$ cat config.mk
export PLATFORM = sky130hd
export DESIGN_NAME = lcd_register_bank
export DESIGN_NICKNAME = d
export VERILOG_FILES = /design/src/include/lcd_regs_pkg.sv /design/src/include/palette_if.sv /design/src/lcd_register_bank.sv /design/src/palette_store.sv
export SDC_FILE = /design/constraint.sdc
export NUM_CORES = 1
export LEC_CHECK = 0
export BUFFER_PORTS_ARGS = -buffer_cell sky130_fd_sc_hd__buf_2
export CELL_PAD_IN_SITES_DETAIL_PLACEMENT = 2
export CELL_PAD_IN_SITES_GLOBAL_PLACEMENT = 2
export CORE_ASPECT_RATIO = 2
export CORE_MARGIN = 2
export CORE_UTILIZATION = 45
export DETAILED_ROUTE_END_ITERATION = 8
export HOLD_SLACK_MARGIN = 0.15
export PLACE_DENSITY_LB_ADDON = 0.1
export SYNTH_ARGS = -nofsm -noshare
export SYNTH_HDL_FRONTEND = slang
export SYNTH_SLANG_ARGS = --single-unit
$ cat constraint.sdc
create_clock -name clock_i -period 19.3 [get_ports clock_i]
set_clock_uncertainty 0.1 [all_clocks]
set_input_delay 1.93 -clock clock_i [delete_from_list [all_inputs] [get_ports clock_i]]
set_output_delay 1.93 -clock clock_i [all_outputs]
set_load 0.1 [all_outputs]
$ cat src/include/lcd_regs_pkg.sv
// Constants shared by the LCD interface register bank and its palette store.
package lcd_regs_pkg;
   localparam int DATA_W = 8;
   localparam int INDEX_W = 4;
   localparam int REG_COUNT = 16;
   localparam int PSEL_W = 2;
   localparam int PENTRY_W = 4;
   localparam int PAL_ADDR_W = PSEL_W + PENTRY_W;
   localparam int PAL_LEVEL_W = 6;
   localparam int PAL_DEPTH = 64;

   localparam logic [3:0] IDX_CONTROL = 4'h0;
   localparam logic [3:0] IDX_INPUT_TIMING = 4'h1;
   localparam logic [3:0] IDX_HORIZONTAL_SIZE = 4'h2;
   localparam logic [3:0] IDX_VERTICAL_HIGH = 4'h3;
   localparam logic [3:0] IDX_VERTICAL_LOW = 4'h4;
   localparam logic [3:0] IDX_CENTER_RASTER = 4'h5;
   localparam logic [3:0] IDX_CENTER_CHAR = 4'h6;
   localparam logic [3:0] IDX_BORDER = 4'h7;
   localparam logic [3:0] IDX_STRETCH_CTRL = 4'h8;
   localparam logic [3:0] IDX_STRETCH_HIGH = 4'h9;
   localparam logic [3:0] IDX_STRETCH_LOW = 4'hA;
   localparam logic [3:0] IDX_PAL_ADDRESS = 4'hB;
   localparam logic [3:0] IDX_PAL_DATA = 4'hC;
   localparam logic [3:0] IDX_GRAD_HIGH = 4'hD;
   localparam logic [3:0] IDX_GRAD_LOW = 4'hE;
   localparam logic [3:0] IDX_RESERVED = 4'hF;

   // Writable bits per register; all other positions store nothing.
   localparam logic [7:0] REG_MASK [REG_COUNT] = '{
      8'h1F, 8'h1F, 8'h7F, 8'h01, 8'hFF, 8'hFF, 8'h1F, 8'h1F,
      8'h0F, 8'hFF, 8'hFF, 8'h3F, 8'h00, 8'h01, 8'hFF, 8'h00};

   localparam logic [7:0] REG_RESET = 8'h00;
   localparam logic [3:0] INDEX_RESET = 4'h0;
   localparam logic [5:0] LEVEL_RESET = 6'h00;

   localparam int STRETCH_EN_BIT = 4;
   localparam int CENTER_EN_BIT = 3;
   localparam int DOT_ADJ_EN_BIT = 4;
   localparam int BORDER_MODE_BIT = 4;
   localparam int BORDER_INT_BIT = 3;
endpackage

$ cat src/include/palette_if.sv
// Connection between the register bank and its gradation palette store.
`timescale 1ns/1ps
`default_nettype none
interface palette_if;
   logic [5:0] host_addr;
   logic host_we;
   logic [5:0] host_wdata;
   logic [5:0] host_rdata;
   logic [5:0] look_addr;
   logic [5:0] look_level;
   modport store (input host_addr, input host_we, input host_wdata,
      output host_rdata, input look_addr, output look_level);
   modport ctrl (output host_addr, output host_we, output host_wdata,
      input host_rdata, output look_addr, input look_level);
endinterface
`default_nettype wire

$ cat src/lcd_register_bank.sv
// Host-programmable register bank of the LCD interface controller.
//
// Behaviour
// [RULE1] Select low hits the index; select high hits the register it names.
// [RULE2] A deselected bank ignores writes and drives no read data; index reads give zero.
// [RULE3] Host writes zero into every invalid bit position.
// [RULE4] Invalid bit positions read back as zero, never stored content.
// [RULE5] Gradation period spans high and low registers; low holds bits 7..0.
// [RULE6] Vertical size low register holds bits 7..0; high holds bit 8.
// [RULE7] Palette address holds 2-bit palette select and 4-bit entry.
// [RULE8] Palette data reads and writes the 6-bit level at that address.
`timescale 1ns/1ps
`default_nettype none
module lcd_register_bank (
   // Clock and reset
   input wire logic clock_i,
   input wire logic rst_b_i,
   // Host bus
   input wire logic cs_b_i,
   input wire logic rd_b_i,
   input wire logic wr_b_i,
   input wire logic register_select_i,
   input wire logic [lcd_regs_pkg::DATA_W-1:0] data_i,
   output logic [lcd_regs_pkg::DATA_W-1:0] data_o,
   output logic data_oe_o,
   // Settings for the display blocks
   output logic stretch_enable_o,
   output logic centering_enable_o,
   output logic [2:0] control_low_o,
   output logic dot_adjust_enable_o,
   output logic [3:0] phase_adjust_field_o,
   output logic [6:0] horizontal_size_field_o,
   output logic [8:0] vertical_size_field_o,
   output logic [7:0] centering_raster_field_o,
   output logic [4:0] centering_char_field_o,
   output logic border_mode_o,
   output logic border_intensity_o,
   output logic [2:0] border_color_o,
   output logic [3:0] stretch_factor_field_o,
   output logic [15:0] stretch_index_field_o,
   output logic [8:0] gradation_period_field_o,
   // Palette lookup for the gradation logic
   input wire logic [lcd_regs_pkg::PAL_ADDR_W-1:0] lookup_addr_i,
   output logic [lcd_regs_pkg::PAL_LEVEL_W-1:0] lookup_level_o
);
   import lcd_regs_pkg::*;

   logic rst_s1_q;
   logic rst_n;
   logic cs_s1_q, cs_s2_q, cs_dl_q;
   logic rd_s1_q, rd_s2_q;
   logic wr_s1_q, wr_s2_q, wr_dl_q;
   logic rs_s1_q, rs_s2_q, rs_dl_q;
   logic [7:0] dat_s1_q, dat_s2_q, dat_dl_q;
   logic wr_evt;
   logic rd_act;
   logic [3:0] index_q, index_d;
   logic [7:0] regs_q [REG_COUNT];
   logic [7:0] regs_d [REG_COUNT];
   logic [7:0] data_q, data_d;
   logic oe_q, oe_d;
   logic [7:0] rd_mux;
   palette_if pal ();

   // Reset is released through two flops so every register leaves it together.
   always_ff @(posedge clock_i or negedge rst_b_i) begin
      if (!rst_b_i) begin
         rst_s1_q <= 1'b0;
         rst_n <= 1'b0;
      end else begin
         rst_s1_q <= 1'b1;
         rst_n <= rst_s1_q;
      end
   end

   // Bus pins are asynchronous; a third stage gives the strobe edge.
   always_ff @(posedge clock_i or negedge rst_n) begin
      if (!rst_n) begin
         cs_s1_q <= 1'b1;
         cs_s2_q <= 1'b1;
         cs_dl_q <= 1'b1;
         rd_s1_q <= 1'b1;
         rd_s2_q <= 1'b1;
         wr_s1_q <= 1'b1;
         wr_s2_q <= 1'b1;
         wr_dl_q <= 1'b1;
         rs_s1_q <= 1'b0;
         rs_s2_q <= 1'b0;
         rs_dl_q <= 1'b0;
         dat_s1_q <= REG_RESET;
         dat_s2_q <= REG_RESET;
         dat_dl_q <= REG_RESET;
      end else begin
         cs_s1_q <= cs_b_i;
         cs_s2_q <= cs_s1_q;
         cs_dl_q <= cs_s2_q;
         rd_s1_q <= rd_b_i;
         rd_s2_q <= rd_s1_q;
         wr_s1_q <= wr_b_i;
         wr_s2_q <= wr_s1_q;
         wr_dl_q <= wr_s2_q;
         rs_s1_q <= register_select_i;
         rs_s2_q <= rs_s1_q;
         rs_dl_q <= rs_s2_q;
         dat_s1_q <= data_i;
         dat_s2_q <= dat_s1_q;
         dat_dl_q <= dat_s2_q;
      end
   end

   // A write commits on the trailing edge of the strobe, when data is settled.
   // [RULE2] Deselected bus ignored
   assign wr_evt = !cs_dl_q && !wr_dl_q && wr_s2_q;
   assign rd_act = !cs_s2_q && !rd_s2_q;

   // [RULE1] Index register write
   always_comb begin
      index_d = index_q;
      if (wr_evt && !rs_dl_q) begin
         index_d = dat_dl_q[INDEX_W-1:0];
      end
   end

   always_ff @(posedge clock_i or negedge rst_n) begin
      if (!rst_n) begin
         index_q <= INDEX_RESET;
      end else begin
         index_q <= index_d;
      end
   end

   // [RULE4] Masked indexed writes
   for (genvar g = 0; g < REG_COUNT; g++) begin : g_reg
      always_comb begin
         regs_d[g] = regs_q[g];
         if (wr_evt && rs_dl_q && index_q == 4'(g)) begin
            regs_d[g] = dat_dl_q & REG_MASK[g];
         end
      end

      always_ff @(posedge clock_i or negedge rst_n) begin
         if (!rst_n) begin
            regs_q[g] <= REG_RESET;
         end else begin
            regs_q[g] <= regs_d[g];
         end
      end
   end

   // [RULE7] Palette entry chosen by the address register
   assign pal.host_addr = regs_q[IDX_PAL_ADDRESS][PAL_ADDR_W-1:0];
   // [RULE8] Level written through the data register
   assign pal.host_we = wr_evt && rs_dl_q && index_q == IDX_PAL_DATA;
   assign pal.host_wdata = dat_dl_q[PAL_LEVEL_W-1:0];
   assign pal.look_addr = lookup_addr_i;

   palette_store u_palette (
      .clock_i(clock_i),
      .rst_n_i(rst_n),
      .pal(pal.store)
   );

   // [RULE4] Read path returns zero in unreadable positions
   always_comb begin
      rd_mux = REG_RESET;
      if (!rs_s2_q) begin
         rd_mux = REG_RESET;
      end else if (index_q == IDX_PAL_ADDRESS || index_q == IDX_RESERVED) begin
         rd_mux = REG_RESET;
      end else if (index_q == IDX_PAL_DATA) begin
         rd_mux = {2'h0, pal.host_rdata};
      end else begin
         rd_mux = regs_q[index_q];
      end
      data_d = rd_act ? rd_mux : REG_RESET;
      oe_d = rd_act;
   end

   always_ff @(posedge clock_i or negedge rst_n) begin
      if (!rst_n) begin
         data_q <= REG_RESET;
         oe_q <= 1'b0;
      end else begin
         data_q <= data_d;
         oe_q <= oe_d;
      end
   end

   assign data_o = data_q;
   assign data_oe_o = oe_q;
   assign stretch_enable_o = regs_q[IDX_CONTROL][STRETCH_EN_BIT];
   assign centering_enable_o = regs_q[IDX_CONTROL][CENTER_EN_BIT];
   assign control_low_o = regs_q[IDX_CONTROL][2:0];
   assign dot_adjust_enable_o = regs_q[IDX_INPUT_TIMING][DOT_ADJ_EN_BIT];
   assign phase_adjust_field_o = regs_q[IDX_INPUT_TIMING][3:0];
   assign horizontal_size_field_o = regs_q[IDX_HORIZONTAL_SIZE][6:0];
   // [RULE6] Vertical size split
   assign vertical_size_field_o = {regs_q[IDX_VERTICAL_HIGH][0],
      regs_q[IDX_VERTICAL_LOW]};
   assign centering_raster_field_o = regs_q[IDX_CENTER_RASTER];
   assign centering_char_field_o = regs_q[IDX_CENTER_CHAR][4:0];
   assign border_mode_o = regs_q[IDX_BORDER][BORDER_MODE_BIT];
   assign border_intensity_o = regs_q[IDX_BORDER][BORDER_INT_BIT];
   assign border_color_o = regs_q[IDX_BORDER][2:0];
   assign stretch_factor_field_o = regs_q[IDX_STRETCH_CTRL][3:0];
   assign stretch_index_field_o = {regs_q[IDX_STRETCH_HIGH],
      regs_q[IDX_STRETCH_LOW]};
   // [RULE5] Gradation period split
   assign gradation_period_field_o = {regs_q[IDX_GRAD_HIGH][0],
      regs_q[IDX_GRAD_LOW]};
   assign lookup_level_o = pal.look_level;
endmodule // lcd_register_bank
`default_nettype wire

$ cat src/palette_store.sv
// Gradation level palettes: four palettes of sixteen six-bit levels.
`timescale 1ns/1ps
`default_nettype none
module palette_store (
   // Clock and reset
   input wire logic clock_i,
   input wire logic rst_n_i,
   // Palette access
   palette_if.store pal
);
   import lcd_regs_pkg::*;

   logic [5:0] level_q [PAL_DEPTH];
   logic [5:0] level_d [PAL_DEPTH];
   logic [5:0] look_q;
   logic [5:0] look_d;

   always_comb begin
      level_d = level_q;
      if (pal.host_we) begin
         level_d[pal.host_addr] = pal.host_wdata;
      end
      look_d = level_q[pal.look_addr];
   end

   always_ff @(posedge clock_i or negedge rst_n_i) begin
      if (!rst_n_i) begin
         for (int i = 0; i < PAL_DEPTH; i++) begin
            level_q[i] <= LEVEL_RESET;
         end
         look_q <= LEVEL_RESET;
      end else begin
         level_q <= level_d;
         look_q <= look_d;
      end
   end

   assign pal.host_rdata = level_q[pal.host_addr];
   assign pal.look_level = look_q;
endmodule // palette_store
`default_nettype wire

==> out/results.txt <==
XOR/XNOR Fraction of Synth Area = 0
Multi-input gate area = 12420 µm²
ys async rst share = 1.000
Slew headroom = 0.09800
Compound-Gate Fraction of Synth Area = 0.05499
final-stage net count = 1887
Hold Vio Cnt, Final = 0
CP Max Fanout = 49
CTS tree = built
max-cap check violation count = 0
Remaining DRCs = 0
YS warnings = 0
Final ANT Viol Nets = 0
Slew @ Worst Pin = 1346 ps
Clock transition at path regs = 70 ps
commonest non-fill, non-tap cell in the layout = dfrtp_1
synthesized cell area = 26050 µm²
Worst Path Class, Setup = input pin to flop
Simple-Gate Fraction of Synth Area = 0.04154
Max Transition Viols Final = 0
critical path data arrival time = 4870 ps
Area Overhead vs Synth = 11.26%
Yosys cell types = 57
ys flop type = dfrtp_1
multiplexer share of the synthesized area = 0.3784
Setup crit end kind = flop
Core Region = 57250 µm²
sum of negative setup slack = 0 ps
CTS Root Cell = clkbuf_16
Bufs on Longest Clock Path = 3
cells along the critical path = buf_6, buf_4, mux4_2, mux4_2, o22ai_1, nor2_1
Pwr Density = 95.08 nW/µm²
Adder-Cell Fraction of Synth Area = 0
Wirelength per Cell = 35.77 µm
vias per inst = 6.590
# port buffers = 107
Post-CTS Setup Bufs = 0
Worst Path Required = 19650 ps
post-synthesis sequential area ratio = 0.4989
most frequent cells in the layout = dfrtp_1, mux2_2, mux4_2, buf_2, nand2_1
number of setup violations in the final report = 0
Post-synth EDFFs = 0
Synth Register Bits = 519
placed cell count = 2571
Via Count = 17560
Setup crit start kind = input pin
slowest stage delay, CP = 870 ps
Storage cell area = 13020 µm²
VDD IR max = 0.0001100 V
GPL Wtd Cong = 0.8966
Leakage = 13.47 nW
DIE WIDTH = 174.1 µm
vias in the first global route = 19970
initial DRC count = 1216
Slowest-stage cell, CP = buf_4
HP Class = flop to async pin
CTS buffer count = 50
status = complete, no violations
final period utilization = 0.2342
post-CTS sizing = 0
most used cell, CP = mux4_2
Filler cells = 5311
share of layout cells above drive strength 1 = 0.4843
Syn Nets = 1835
initial antenna violation count = 0
Clk Latency, worst-skew pair = 600 ps
Fmax = 221.2 MHz
synthesized area per cell = 14.35 µm²
largest family of logic cells by synthesized area = multiplexers
cts hold-fix bufs = 0
cell count after synthesis = 1815
FP Rows = 124
unrepaired setup endpoints after global routing = false
Tot GR Track Use = 0.3244
HPWL Detailed = 65.29 mm
first-pass GRT wire length = 141.1 mm
drt first pass iters = 5
Starting Density = 0.4551
Die Span Y = 344.3 µm
die area = 59950 µm²
H-tree levels = 2
final WL = 95.28 mm
post-route minimum period = 4520 ps
Non-Filler Instances = 2664
IO Pins = 108
diode count = 0
pin count of the biggest net entering global routing = 162
clock sink count = 519
gr ovfl total = 0
## routing by layer
layer | up-vias | wire (µm) | part of all wire | global-route usage
met5 | - | 0 | 0 | 0
met4 | 0 | 7960 | 0.084 | 0.2292
met3 | 307 | 5030 | 0.053 | 0.05004
met2 | 711 | 50400 | 0.53 | 0.5878
met1 | 9499 | 31890 | 0.33 | 0.3440
li1 | 7040 | - | - | -
## per-stage QoR
| step | instance area [µm²] | power, mW | utilization | hold slack (ps) | setup slack [ps] |
|---|---|---|---|---|---|
| after CTS | 28990 | 2.778 | 0.5063 | 208.4 | 14730 |
| after global routing | 28990 | 2.833 | 0.5063 | 230.3 | 14500 |
| after detailed placement | 27240 | 1.713 | 0.4759 | 201.9 | 14140 |
| after floorplan | 26050 | 1.559 | - | 231.2 | 3677 |
| final | 28990 | 2.756 | 0.5063 | 184.1 | 14780 |
| after global placement | 27240 | 1.703 | 0.4759 | 195.3 | 14240 |
## layout make-up
class	instances	share of cell area
Tap cell	756	0.03263
Sequential cell	519	0.4492
Clock inverter	27	0.01144
Clock buffer	66	0.04873
Timing Repair Buffer	143	0.02853
Inverter	7	0.0009065
Multi-Input combinational cell	1146	0.4285
## cells in the mapped netlist, types with 6 or more instances
cell type    n  area, µm²
nor2b_1     14      87.58
mux4_2     167       3761
o22ai_1     32      200.2
dfstp_2      8      210.2
and3_1       6      37.54
a221oi_1    37      324.1
nor2_1      39      146.4
buf_4        6      45.04
and2_1       6      37.54
mux2i_1     49      490.5
nand3_1     15      75.07
dfrtp_1    511      12790
nand2b_1     7      43.79
buf_2       41      205.2
a21oi_1     32      160.2
nor2_2       6      37.54
clkbuf_1    77      289.0
o21ai_0     38      190.2
mux2_1      14      157.7
buf_1       11      41.29
a22oi_1     26      195.2
mux2_2     484       5450
nor3_1       8      40.04
a221o_1      8      80.08
nand2_1    104      390.4
a31oi_1      7      43.79
## flip-flops by register name, summed over array words and instances (netlist names), 3 cells and up
name / flops
border_color_o: 3
index_q: 4
horizontal_size_field_o: 7
stretch_factor_field_o: 4
u_palette.pal.look_level: 6
control_low_o: 3
dat_s2_q: 8
stretch_index_field_o: 16
vertical_size_field_o: 9
centering_char_field_o: 5
data_o: 8
phase_adjust_field_o: 4
centering_raster_field_o: 8
gradation_period_field_o: 9
dat_dl_q: 8
dat_s1_q: 8
pal.host_addr: 6
u_palette.level_q: 384
## critical path: cells and delay by family
family	cells	cell delay [ps]
AND/OR/NAND/NOR	1	60
buffers and inverters	2	1410
AO/OA/AOI/OAI	1	210
multiplexers	2	1150
## kinds of logic (layout without fill, tap and decap cells)
kind of cell           Yosys count  after routing
flip-flops                     519            519
multiplexers                   714            714
AND/OR/NAND/NOR                223            223
AO/OA/AOI/OAI                  208            208
buffers and inverters          150            243
other                            1              1
## worst paths after layout
| check | end | slack, ps | from | depth (start not counted) |
|---|---|---|---|---|
| setup / recovery | u_palette.pal.look_level[2] | 14780 | lookup_addr_i[0] | 6 |
| hold reg to reg | centering_raster_field_o[0] | 180 | rst_n | 0 |
| setup reg to reg | data_o[1] | 14960 | pal.host_addr[2] | 9 |
| hold / removal | centering_raster_field_o[0] | 180 | rst_n | 0 |
| max in group asynchronous | pal.host_addr[0] | 15860 | rst_n | 3 |
| min in group clock_i | dat_dl_q[7] | 240 | dat_s2_q[7] | 0 |
## report_power, final
group,internal (mW),switching [mW]
logic,0.115,0.411
clock network,0.601,0.464
registers,1.13,0.0408
Power figures use the tool's default switching activity.
